`config.mk`:
```
export PLATFORM = sky130hd
export DESIGN_NAME = ccsr_core_state
export DESIGN_NICKNAME = d
export VERILOG_FILES = /design/src/logic/ccsr_pkg.sv /design/src/logic/ccsr_rf_if.sv /design/src/logic/ccsr_core_state.sv /design/src/logic/ccsr_regfile.sv
export SDC_FILE = /design/constraint.sdc
export NUM_CORES = 1
export LEC_CHECK = 0
export ABC_AREA = 1
export BUFFER_PORTS_ARGS = -buffer_cell sky130_fd_sc_hd__buf_2
export CAP_MARGIN = 10
export CORE_AREA = 2 2 233 235
export CTS_CLUSTER_DIAMETER = 150
export DETAILED_ROUTE_END_ITERATION = 6
export DIE_AREA = 0 0 235 237
export GPL_TIMING_DRIVEN = 0
export HOLD_SLACK_MARGIN = 0.15
export PLACE_DENSITY_LB_ADDON = 0.2
export SLEW_MARGIN = 0
export SYNTH_ARGS = -nofsm -noshare
export SYNTH_HDL_FRONTEND = slang
export SYNTH_SLANG_ARGS = --single-unit
```
`constraint.sdc`:
```
create_clock -name clk_sys -period 27 [get_ports clk_sys]
set_input_delay 2.7 -clock clk_sys [delete_from_list [all_inputs] [get_ports clk_sys]]
set_output_delay 2.7 -clock clk_sys [all_outputs]
set_load 0.01 [all_outputs]
```
`src/logic/ccsr_pkg.sv`:
```
package ccsr_pkg;
  // ------------------------------------------------------------
  // i/o offsets
  // ------------------------------------------------------------
  localparam logic [5:0] IO_PAGE_SELECT = 6'h3B;
  localparam logic [5:0] IO_SP_LOW = 6'h3D;
  localparam logic [5:0] IO_SP_HIGH = 6'h3E;
  localparam logic [5:0] IO_STATUS = 6'h3F;
  // ------------------------------------------------------------
  // status bit positions
  // ------------------------------------------------------------
  localparam int FLAG_C = 0;
  localparam int FLAG_Z = 1;
  localparam int FLAG_N = 2;
  localparam int FLAG_V = 3;
  localparam int FLAG_S = 4;
  localparam int FLAG_H = 5;
  localparam int FLAG_T = 6;
  localparam int FLAG_I = 7;
  localparam int PAGE_BIT = 0;
  // ------------------------------------------------------------
  // reset values and sizes
  // ------------------------------------------------------------
  localparam logic [7:0] STATUS_RESET = 8'h00;
  localparam logic [7:0] PAGE_RESET = 8'h00;
  localparam logic [7:0] SP_LOW_RESET = 8'hFF;
  localparam logic [7:0] SP_HIGH_RESET = 8'h10;
  localparam logic [7:0] SP_HIGH_MASK = 8'h1F;
  localparam logic [7:0] PAGE_MASK = 8'h01;
  localparam logic [4:0] PTR_X_LOW = 5'h1A;
  localparam logic [4:0] PTR_Y_LOW = 5'h1C;
  localparam logic [4:0] PTR_Z_LOW = 5'h1E;
  localparam logic [15:0] RF_DATA_TOP = 16'h001F;
  localparam logic [15:0] SP_STEP_BYTE = 16'h0001;
  localparam logic [15:0] SP_STEP_ADDR = 16'h0002;

  typedef enum logic [1:0] {
    SP_HOLD,
    SP_PUSH1,
    SP_PUSH2,
    SP_POP1
  } ccsr_sp_op_t;

  typedef enum logic [1:0] {
    PTR_NONE,
    PTR_DISP,
    PTR_POSTINC,
    PTR_PREDEC
  } ccsr_ptr_mode_t;

  typedef struct packed {
    logic [7:0] status;
    logic [7:0] page;
    logic [15:0] sp;
  } ccsr_state_t;
endpackage : ccsr_pkg

```
`src/logic/ccsr_rf_if.sv`:
```
`timescale 1ns/1ps
interface ccsr_rf_if;
  import ccsr_pkg::*;
  logic [4:0] rd_a_idx;
  logic [4:0] rd_b_idx;
  logic [7:0] rd_a;
  logic [7:0] rd_b;
  logic [15:0] rd_w;
  logic [4:0] wr_idx;
  logic wr_en;
  logic wr_wide;
  logic [15:0] wr_data;
  modport core (output rd_a_idx, rd_b_idx, wr_idx, wr_en, wr_wide, wr_data,
    input rd_a, rd_b, rd_w);
  modport file (input rd_a_idx, rd_b_idx, wr_idx, wr_en, wr_wide, wr_data,
    output rd_a, rd_b, rd_w);
endinterface : ccsr_rf_if

```
`src/logic/ccsr_core_state.sv`:
```
`timescale 1ns/1ps
// Summary of operation
// - status flags update after every alu operation for later conditional tests
// - status is never saved on interrupt entry nor restored on return
// - bit 7 is the global interrupt gate; clear blocks all interrupts
// - gate clears on interrupt entry, sets on interrupt exit, direct set/clear too
// - bit 6 is a copy bit: store-bit fills it, load-bit copies it out
// - bit 5 flags low-nibble carry for operations that define it
// - bit 4 equals negative xor overflow, except after status is written through its i/o address
// - bit 3 reports two's complement overflow
// - bit 2 flags negative result, bit 1 flags zero result
// - bit 0 reports carry from arithmetic or logic
// - file offers byte/byte, two-byte/byte, two-byte/pair, pair/pair port schemes
// - working registers also answer at data addresses 0 to 31
// - registers 26..31 form three 16-bit pointers, even byte low
// - pointers support displacement, post-increment, pre-decrement with write-back
// - stack grows down; byte push decrements by one, pop increments by one
// - call or interrupt entry decrements by two, interrupt return increments by two
// - stack pointer resets to 0x10ff
// - stack pointer is two i/o bytes; high byte upper three bits read zero
// - page bit selects program half for extended loads only
// - page select bits 7..1 always read zero
// - read two operands into the opnd_a/opnd_b registers, then compute and write back: two clock cycles
module ccsr_core_state (
  input wire logic clk_sys,
  input wire logic rstn,
  // alu side: result and per-flag update mask
  input wire logic [4:0] alu_src_a,
  input wire logic [4:0] alu_src_b,
  input wire logic [4:0] alu_dst,
  input wire logic alu_wr,
  input wire logic alu_wide,
  input wire logic [15:0] alu_result,
  input wire logic [7:0] alu_flags,
  input wire logic [7:0] alu_flag_mask,
  output logic [7:0] opnd_a,
  output logic [7:0] opnd_b,
  output logic [15:0] opnd_w,
  // bit copy
  input wire logic bit_store,
  input wire logic bit_load,
  input wire logic [2:0] bit_sel,
  // interrupt gate
  input wire logic irq_request,
  input wire logic irq_enter,
  input wire logic irq_exit,
  input wire logic gate_set,
  input wire logic gate_clear,
  output logic irq_take,
  // stack
  input wire ccsr_pkg::ccsr_sp_op_t sp_op,
  output logic [15:0] stack_ptr,
  // pointer addressing
  input wire ccsr_pkg::ccsr_ptr_mode_t ptr_mode,
  input wire logic [1:0] ptr_sel,
  input wire logic [5:0] ptr_disp,
  output logic [15:0] ptr_addr,
  // data space access to the file
  input wire logic [15:0] ds_addr,
  input wire logic ds_wr,
  input wire logic ds_rd,
  input wire logic [7:0] ds_wdata,
  output logic [7:0] ds_rdata,
  output logic ds_hit,
  // i/o register port
  input wire logic [5:0] io_addr,
  input wire logic io_wr,
  input wire logic io_rd,
  input wire logic [7:0] io_wdata,
  output logic [7:0] io_rdata,
  // program memory page
  input wire logic ext_table_access,
  input wire logic [15:0] z_prog_addr,
  output logic [16:0] prog_addr
);
  import ccsr_pkg::*;

  // ------------------------------------------------------------
  // reset release
  // ------------------------------------------------------------
  logic rst_meta;
  logic rst_n;
  always_ff @(posedge clk_sys or negedge rstn) begin
    if (!rstn) begin
      rst_meta <= 1'b0;
      rst_n <= 1'b0;
    end else begin
      rst_meta <= 1'b1;
      rst_n <= rst_meta;
    end
  end

  // ------------------------------------------------------------
  // decode helpers
  // ------------------------------------------------------------
  function automatic logic [4:0] ptr_low(input logic [1:0] sel);
    unique case (sel)
      2'd0: ptr_low = PTR_X_LOW;
      2'd1: ptr_low = PTR_Y_LOW;
      default: ptr_low = PTR_Z_LOW;
    endcase
  endfunction : ptr_low

  function automatic logic in_file(input logic [15:0] a);
    in_file = (a <= RF_DATA_TOP);
  endfunction : in_file

  // ------------------------------------------------------------
  // register file
  // ------------------------------------------------------------
  ccsr_rf_if rf ();
  ccsr_regfile u_rf (
    .clk_sys(clk_sys),
    .rst_n(rst_n),
    .rf(rf)
  );

  // ------------------------------------------------------------
  // state
  // ------------------------------------------------------------
  ccsr_state_t st;
  ccsr_state_t next_st;
  logic [15:0] ptr_cur;
  logic [15:0] ptr_new;
  logic [15:0] eff_addr;
  logic [7:0] new_flags;
  logic [7:0] bit_mask;
  logic [7:0] io_val;
  logic ds_sel;

  // file port mux: pointer write-back, then data-space, then alu, then bit load
  always_comb begin
    ptr_cur = '0;
    rf.rd_a_idx = alu_src_a;
    rf.rd_b_idx = alu_src_b;
    rf.wr_idx = alu_dst;
    rf.wr_en = 1'b0;
    rf.wr_wide = 1'b0;
    rf.wr_data = alu_result;
    bit_mask = 8'h01 << bit_sel;
    ds_sel = in_file(ds_addr);
    if (ptr_mode != PTR_NONE) begin
      rf.rd_a_idx = ptr_low(ptr_sel);
    end
    ptr_cur = rf.rd_w;
    ptr_new = ptr_cur;
    eff_addr = ptr_cur;
    unique case (ptr_mode)
      PTR_DISP: eff_addr = ptr_cur + {10'h000, ptr_disp};
      PTR_POSTINC: ptr_new = ptr_cur + 16'h0001;
      PTR_PREDEC: begin
        ptr_new = ptr_cur - 16'h0001;
        eff_addr = ptr_new;
      end
      PTR_NONE: ;
    endcase
    if (ptr_mode == PTR_POSTINC || ptr_mode == PTR_PREDEC) begin
      rf.wr_idx = ptr_low(ptr_sel);
      rf.wr_en = 1'b1;
      rf.wr_wide = 1'b1;
      rf.wr_data = ptr_new;
    end else if (ds_wr && ds_sel) begin
      rf.wr_idx = ds_addr[4:0];
      rf.wr_en = 1'b1;
      rf.wr_data = {8'h00, ds_wdata};
    end else if (ds_rd && ds_sel) begin
      rf.rd_b_idx = ds_addr[4:0];
    end else if (alu_wr) begin
      rf.wr_en = 1'b1;
      rf.wr_wide = alu_wide;
    end else if (bit_load) begin
      rf.wr_en = 1'b1;
      rf.wr_data = {8'h00, st.status[FLAG_T] ? (rf.rd_a | bit_mask) : (rf.rd_a & ~bit_mask)};
    end
  end

  // flags: bits 5 and 3..0 update only where the instruction's mask is set; bit 4 follows n xor v
  always_comb begin
    new_flags = (st.status & ~alu_flag_mask) | (alu_flags & alu_flag_mask);
    // carry, zero, negative, overflow, half carry come from the alu result path
    new_flags[FLAG_S] = new_flags[FLAG_N] ^ new_flags[FLAG_V];
    new_flags[FLAG_T] = st.status[FLAG_T];
    new_flags[FLAG_I] = st.status[FLAG_I];
  end

  always_comb begin
    next_st = st;
    next_st.status = new_flags;
    if (bit_store) begin
      next_st.status[FLAG_T] = rf.rd_a[bit_sel];
    end
    // entry touches only the gate; other flags are the program's to save
    if (irq_enter || gate_clear) begin
      next_st.status[FLAG_I] = 1'b0;
    end else if (irq_exit || gate_set) begin
      next_st.status[FLAG_I] = 1'b1;
    end
    unique case (sp_op)
      SP_PUSH1: next_st.sp = st.sp - SP_STEP_BYTE;
      SP_POP1: next_st.sp = st.sp + SP_STEP_BYTE;
      SP_PUSH2: next_st.sp = st.sp - SP_STEP_ADDR;
      SP_HOLD: ;
    endcase
    if (irq_enter) begin
      next_st.sp = st.sp - SP_STEP_ADDR;
    end else if (irq_exit) begin
      next_st.sp = st.sp + SP_STEP_ADDR;
    end
    if (io_wr) begin
      unique case (io_addr)
        IO_STATUS: next_st.status = io_wdata;
        IO_SP_LOW: next_st.sp[7:0] = io_wdata;
        IO_SP_HIGH: next_st.sp[15:8] = io_wdata & SP_HIGH_MASK;
        IO_PAGE_SELECT: next_st.page = io_wdata & PAGE_MASK;
        default: ;
      endcase
    end
    next_st.sp[15:8] = next_st.sp[15:8] & SP_HIGH_MASK;
  end

  always_comb begin
    unique case (io_addr)
      IO_STATUS: io_val = st.status;
      IO_SP_LOW: io_val = st.sp[7:0];
      IO_SP_HIGH: io_val = st.sp[15:8];
      IO_PAGE_SELECT: io_val = st.page;
      default: io_val = 8'h00;
    endcase
  end

  always_ff @(posedge clk_sys or negedge rst_n) begin
    if (!rst_n) begin
      st <= '{status: STATUS_RESET, page: PAGE_RESET,
              sp: {SP_HIGH_RESET, SP_LOW_RESET}};
    end else begin
      st <= next_st;
    end
  end

  // ------------------------------------------------------------
  // registered outputs
  // ------------------------------------------------------------
  // the stack pointer is trusted as set; software keeps it above 0x0100
  always_ff @(posedge clk_sys or negedge rst_n) begin
    if (!rst_n) begin
      opnd_a <= 8'h00;
      opnd_b <= 8'h00;
      opnd_w <= 16'h0000;
      irq_take <= 1'b0;
      stack_ptr <= {SP_HIGH_RESET, SP_LOW_RESET};
      ptr_addr <= 16'h0000;
      ds_rdata <= 8'h00;
      ds_hit <= 1'b0;
      io_rdata <= 8'h00;
      prog_addr <= 17'h0_0000;
    end else begin
      opnd_a <= rf.rd_a;
      opnd_b <= rf.rd_b;
      opnd_w <= rf.rd_w;
      // a clear in the same cycle as the request still blocks it
      irq_take <= irq_request && st.status[FLAG_I] && !gate_clear;
      stack_ptr <= next_st.sp;
      ptr_addr <= eff_addr;
      ds_rdata <= (ds_rd && ds_sel) ? rf.rd_b : 8'h00;
      ds_hit <= (ds_rd || ds_wr) && ds_sel;
      io_rdata <= io_rd ? io_val : 8'h00;
      // plain table loads stay in the lower half regardless of the page bit
      prog_addr <= {ext_table_access & st.page[PAGE_BIT], z_prog_addr};
    end
  end
endmodule : ccsr_core_state

```
`src/logic/ccsr_regfile.sv`:
```
`timescale 1ns/1ps
module ccsr_regfile (
  input wire logic clk_sys,
  input wire logic rst_n,
  ccsr_rf_if.file rf
);
  import ccsr_pkg::*;
  // ------------------------------------------------------------
  // 32 x 8 flops, two byte reads, one pair read, byte or pair write
  // ------------------------------------------------------------
  typedef struct packed {
    logic [31:0][7:0] r;
  } ccsr_rf_state_t;
  ccsr_rf_state_t st;
  ccsr_rf_state_t next_st;
  logic [4:0] pair_hi;

  always_comb begin
    next_st = st;
    pair_hi = {rf.wr_idx[4:1], 1'b1};
    if (rf.wr_en) begin
      if (rf.wr_wide) begin
        next_st.r[{rf.wr_idx[4:1], 1'b0}] = rf.wr_data[7:0];
        next_st.r[pair_hi] = rf.wr_data[15:8];
      end else begin
        next_st.r[rf.wr_idx] = rf.wr_data[7:0];
      end
    end
  end

  always_ff @(posedge clk_sys or negedge rst_n) begin
    if (!rst_n) begin
      st <= '0;
    end else begin
      st <= next_st;
    end
  end

  // reads are combinational, but the core registers the operands, so an alu op takes two cycles
  assign rf.rd_a = st.r[rf.rd_a_idx];
  assign rf.rd_b = st.r[rf.rd_b_idx];
  assign rf.rd_w = {st.r[{rf.rd_a_idx[4:1], 1'b1}], st.r[{rf.rd_a_idx[4:1], 1'b0}]};
endmodule : ccsr_regfile

```
# After elaboration in Yosys (flattened, before gate mapping)
# Index checks and enable logic that the tools add are counted.
[word_totals]
ff_bits = 363
input_bits = 132
output_inout_bits = 99
word_cells = 160
[classes]
n_addsub = 7
magnitude_cmp = 12
n_eq_ne = 11
n_shift = 1
n_mux = 58
n_bitwise = 9
n_reduce_logical = 16
[op_table]
columns = ["cell", "count"]
rows = [
  ["$bwmux W256", 3],
  ["$mux W256", 1],
  ["$mux W16", 7],
  ["$mux W8", 13],
  ["$bmux W8 S5", 2],
  ["$bmux W8 S4", 2],
  ["$demux W8 S4", 2],
  ["$pmux W16 S2", 2],
  ["$pmux W16 S3", 1],
  ["$lt A5 B6 Y1 const B", 7],
  ["$demux W8 S5", 1],
  ["$mux W32", 1],
  ["$pmux W8 S4", 1],
  ["$mux W5", 6],
  ["$eq A6 B6 Y1 const B", 4],
  ["$add A16 B1 Y16 const B", 1],
  ["$add A16 B6 Y16", 1],
  ["$le A16 B5 Y1 const B", 1],
  ["$sub A16 B1 Y16 const B", 1],
  ["$ge A5 B1 Y1 const B", 3],
  ["$add A13 B1 Y14 const B", 1],
  ["$add A13 B2 Y14 const B", 1],
  ["$mux W1", 14],
  ["$sub A13 B1 Y14 const B", 1],
  ["other kinds (21)", 37],
]

# Depth between registers and ports, before layout
[logic_depth]
depth_word = 15
depth_mapped = 31
mapped_depth_nobuf = 27

# Modules after synthesis
# A second synthesis with hierarchy kept.
[hier_totals]
cells_unflattened = 3477
area_unflattened_um2 = 23331.1
[by_module_without_submodules]
columns = ["mod", "instances", "cells_each", "area_per_inst_um2", "seq_area_each_um2"]
rows = [
  ["ccsr_regfile", 1, 2496, 16281.9, 6406.1],
  ["ccsr_core_state", 1, 981, 7049.3, 2688.8],
]

# Worst setup path after synthesis
# No wires, ideal clock.
[synth_timing]
path_kind = "input to register"
from = "in ptr_mode[1]"
to = "reg ptr_addr[12]"
setup_time_ns = 0.128
arrival_time_ns = 5.826
t_required_ns = 26.872
slack_ns = 21.045
path_stages = 27
path_buffers = 4
path_cell_list = "buf_6 > nor2_4 > nand2_4 > nand2_4 > buf_8 > buf_8 > buf_6 > nand2_1 > nand3_1 > nand2_1 > nand2_1 > nand3_1 > nand2_1 > ha_1 > inv_1 > fa_1 > o31ai_1 > inv_1 > nor2_1 > o21ai_0 > nand2_1 > inv_1 > nor2_1 > nand2_1 > nor3_1 > xor2_1 > o21ai_0"
[synth_between]
elab_chain_cells = 6
elab_cells_between_ends = 11
cone_classes = "2 x add/sub; 2 x eq/ne; 6 x mux; 1 x reduce/logical"
[synth_rtl]
columns = ["element", "line_no", "source"]
rows = [
  ["start, declared", "ccsr_core_state.sv:54", "input wire ccsr_pkg::ccsr_ptr_mode_t ptr_mode,"],
  ["$reduce_bool A2 Y1", "ccsr_core_state.sv:142", "if (ptr_mode != PTR_NONE) begin"],
  ["$mux W5", "ccsr_core_state.sv:142", ""],
  ["$bmux W8 S4", "ccsr_regfile.sv:42", "assign rf.rd_w = {st.r[{rf.rd_a_idx[4:1], 1'b1}], st.r[{rf.rd_a_idx[4:1], 1'b0}]};"],
  ["$mux W8 (implied by the code)", "ccsr_regfile.sv:42", ""],
  ["$sub A16 B1 Y16 / $add A16 B6 Y16 (equally long branches)", "ccsr_core_state.sv:152, ccsr_core_state.sv:149", ""],
  ["$pmux W16 S2 (*)", "ccsr_core_state.sv:148", "unique case (ptr_mode)"],
  ["via eff_addr[12]", "ccsr_core_state.sv:125", "logic [15:0] eff_addr;"],
  ["end signal, assigned", "ccsr_core_state.sv:263", "ptr_addr <= eff_addr;"],
  ["end, declared", "ccsr_core_state.sv:57", "output logic [15:0] ptr_addr,"],
]
# Mark *: on every way through the listed nets, which the timed path passes. The rest lies on a longest branch. The select of a mux whose other input is x is not followed.
# A chain may end at the register's enable or synchronous reset.

# Final worst setup path
[layout_timing]
from = "in ptr_mode[0]"
to = "reg u_rf.st[90] in the netlist's numbering"
[layout_between]
elab_cells_between_ends = 39
cone_classes = "2 x add/sub; 4 x order compare; 2 x eq/ne; 25 x mux; 2 x bitwise; 4 x reduce/logical"
[layout_rtl]
columns = ["element", "line_no", "source"]
rows = [
  ["$reduce_bool A2 Y1 (*)", "ccsr_core_state.sv:142", ""],
  ["$mux W5 (*)", "ccsr_core_state.sv:142", ""],
  ["$bmux W8 S4 (*)", "ccsr_regfile.sv:42", ""],
  ["$mux W8 (implied by the code) (*)", "ccsr_regfile.sv:42", ""],
  ["via ptr_cur[1]", "ccsr_core_state.sv:123", "logic [15:0] ptr_cur;"],
  ["$sub A16 B1 Y16 / $add A16 B1 Y16 (equally long branches)", "ccsr_core_state.sv:152, ccsr_core_state.sv:150", ""],
  ["$pmux W16 S2 (*)", "ccsr_core_state.sv:148", ""],
  ["$mux W16 (*)", "ccsr_core_state.sv:157", "if (ptr_mode == PTR_POSTINC || ptr_mode == PTR_PREDEC) begin"],
  ["$bwmux W256", "ccsr_regfile.sv:23", "next_st.r[{rf.wr_idx[4:1], 1'b0}] = rf.wr_data[7:0];"],
  ["$bwmux W256", "ccsr_regfile.sv:24", "next_st.r[pair_hi] = rf.wr_data[15:8];"],
  ["$mux W256 (*)", "ccsr_regfile.sv:22", "if (rf.wr_wide) begin"],
  ["end signal, assigned", "ccsr_regfile.sv:35", "st <= next_st;"],
  ["end, declared", "ccsr_regfile.sv:14", "ccsr_rf_state_t st;"],
]
# Marks and branches as above.

==> results.txt <==
Worst Hold Class - reg -> reg
total power - 2.45 mW
Critical Path Stages - 22
yosys warns - 0
DR WL/cell - 30.2 µm
CP max-delay cell - buf_1
Startpoint Class - input pin
Die Area - 0.0557 mm²
core area - 0.0533 mm²
DRT antenna net count - 0
GRT Total Usage - 52.3%
Fmax achieved - 134 MHz
vias in the first global route - 29,494
Slew Viols, Final - 0
CTS hold repair buffers - 0
Critical Path AT - 8030 ps
failing checks - DRC
Worst Setup SP - ptr_mode[0]
Final Hold Violating Endpoints - 0
# rows - 85
Peak VDD IR - 74.2 µV
leakage - 14.2 nW
final wirelength - 150 mm
H-tree Lvls - 2
crit-path most repeated cell - nand2_1
commonest cells after routing, fill and taps aside - 1,060 x nand2_1, 816 x nand3_1, 353 x dfrtp_1
ant diodes - 0
Seq/Total Area, Yosys - 34.6%
TritonCTS clock tree - yes
Buf+Inv Stages, Crit Path - 7
critical path type - in -> reg
RD Place Congestion - 1.13
count of final setup violators - 0
outcome - complete, but fails checks
crit-path max FO - 10
Clock Tree Root - clkbuf_16
Final nets - 4,381
post-CTS setup buffers - 0
drt first pass iters - 7
area delta synth->final - 14.0%
asr flop ratio synth - 100%
critical path's largest stage delay - 960 ps
hpwl dp - 114 mm
FF-to-FF Start - u_rf.st[17]$_DFFE_PN0P_
register bit total from synthesis - 363
slew margin rel. - 4.61%
# DRC - 6
syn_area_per_cell - 6.64 µm²
Worst-Margin Slew - 1430 ps
antenna violations before repair - 3
chip width - 235 µm
layout cell share with drive strength beyond 1 - 13.5%
mapped cell area - 0.0263 mm²
Cell variety after synth - 62
TritonCTS Sinks - 363
Synth Flop Type - dfrtp_1
CTS max path bufs - 3
num ports - 231
most common cell after layout, fill and taps aside - nand2_1
CTS buffer count - 43
CTS clk-pin slew, worst paths - 60 ps
gr ovfl total - 0
worst reg2reg setup slack - 22,370 ps
Tmin final - 7470 ps
RR Endpoint - u_rf.st[145]$_DFFE_PN0P_
die height - 237 µm
Initial Util - 49.4%
Tcrit/Tclk final - 27.7%
first-pass GRT wire length - 210 mm
ranking of synthesized cells by area - dfrtp_1 34%, nand3_1 16%, nand2_1 15%
Setup crit end - u_rf.st[90]$_DFFE_PN0P_
via/cell ratio - 6.58
Worst Path Required - 27,550 ps
RSZ-0062 raised after global routing - no
Post-synth EDFFs - 0
crit path cell chain - buf_2 -> inv_2 -> nand2_4 -> nor2_1 -> buf_2 -> buf_1 -> nand3_1 -> nand2_1 -> ha_1 -> inv_1 -> nand2_1 -> nand2_1 -> nand2_1 -> o21ai_0 -> a21oi_1 -> nand2_1 -> inv_1 -> buf_2 -> nand2_1 -> o21ai_1 -> nand2_1 -> nand2_1
pin count of the biggest net entering global routing - 74
DRT iter0 DRCs - 5,708
Max Cap Viol - 0
Resized cells post-CTS - 0
Worst Setup End Kind - flip-flop
cell family with most CP delay - buffers and inverters
PD cells - 81.8 mW/mm²
total negative setup slack - 0 ps
Fin Clk Skew - 27.4 ps
Post-Synthesis Cells - 3,960
Synth area leader - dfrtp_1
latest clock arrival within the worst-skew pair - 620 ps
R2R depth - 13
vias - 32,691
Port Buf Inserts - 220
post-synth top area share - 33.7%
-- layer usage --
layer | vias up | global-route usage [%] | wire length (µm)
met5 | - | 0 | 29
met4 | 4 | 42.0 | 15100
met3 | 689 | 17.1 | 22000
met2 | 2885 | 73.9 | 60000
met1 | 15291 | 65.4 | 52800
li1 | 13822 | - | -
-- synthesized netlist by cell type (all sizes together), types with 4 or more instances --
cell type     n
a21oi       221
a31oi        33
buf         161
clkbuf      100
clkinv        9
dfrtp       354
dfstp         9
ha           13
inv         328
nand2      1075
nand3       833
nand4        13
nor2        292
nor3         23
nor4          4
o211ai      135
o21ai       268
o221ai        9
o22ai         9
o31ai        12
or2          12
xor2         15
-- per-stage QoR --
step	std cells	utilization (%)	worst slack, ps	area (µm²)	hold WS, ps
6_report	4966	56.2	19530	30000	351
2_1_floorplan	3962	-	16150	26300	331
4_1_cts	4966	56.2	20010	30000	352
3_5_place_dp	4886	53.4	19390	28400	339
3_3_place_gp	4878	53.1	11870	28300	343
5_1_grt	4966	56.2	19520	30000	354
-- cell families (layout without fill, tap and decap cells) --
logic type | Yosys count | in the layout | share of synthesized area, %
AND/OR/NAND/NOR | 2256 | 2256 | 37.9
AO/OA/AOI/OAI | 708 | 708 | 15.6
buffers and inverters | 598 | 906 | 10.5
flip-flops | 363 | 363 | 34.6
XOR/XNOR | 16 | 16 | 0.533
adder cells (fa/ha/maj) | 14 | 14 | 0.695
multiplexers | 3 | 3 | 0.119
other | 2 | 4 | 0.0286
-- cell type report --
cell class                      count  area (µm²)
Buffer                            261        1500
Clock buffer                       58        1210
Clock inverter                     22         309
Fill cell                        5293       23300
Inverter                          337        1270
Multi-Input combinational cell   3001       14400
Sequential cell                   363        9100
Tap cell                          696         871
Timing Repair Buffer              228        1260
-- power by group --
part | internal [mW] | switching, mW
Sequential | 0.692 | 0.249
Clock | 0.377 | 0.270
Combinational | 0.270 | 0.593
Total | 1.34 | 1.11
-- how the worst min path moves through the flow --
stage	cells after the start	end	slack (ps)	start
floorplan	0	rst_n$_DFF_PN0_	330	rst_meta$_DFF_PN0_
global placement	0	rst_n$_DFF_PN0_	340	rst_meta$_DFF_PN0_
detailed placement	0	rst_n$_DFF_PN0_	340	rst_meta$_DFF_PN0_
CTS	0	rst_n$_DFF_PN0_	350	rst_meta$_DFF_PN0_
global route	0	rst_n$_DFF_PN0_	350	rst_meta$_DFF_PN0_
finish	0	rst_n$_DFF_PN0_	350	rst_meta$_DFF_PN0_
-- registers in the layout (all words and copies together), names as in the netlist --
register and flops:
rst_n 1, opnd_w 16, ds_hit 1, rst_meta 1, opnd_a 8, opnd_b 8, stack_ptr 13, u_rf.st 256
prog_addr 17, new_flags 2, irq_take 1, io_rdata 8, st 7, ds_rdata 8, ptr_addr 16
(Power assumes the default switching activity.)
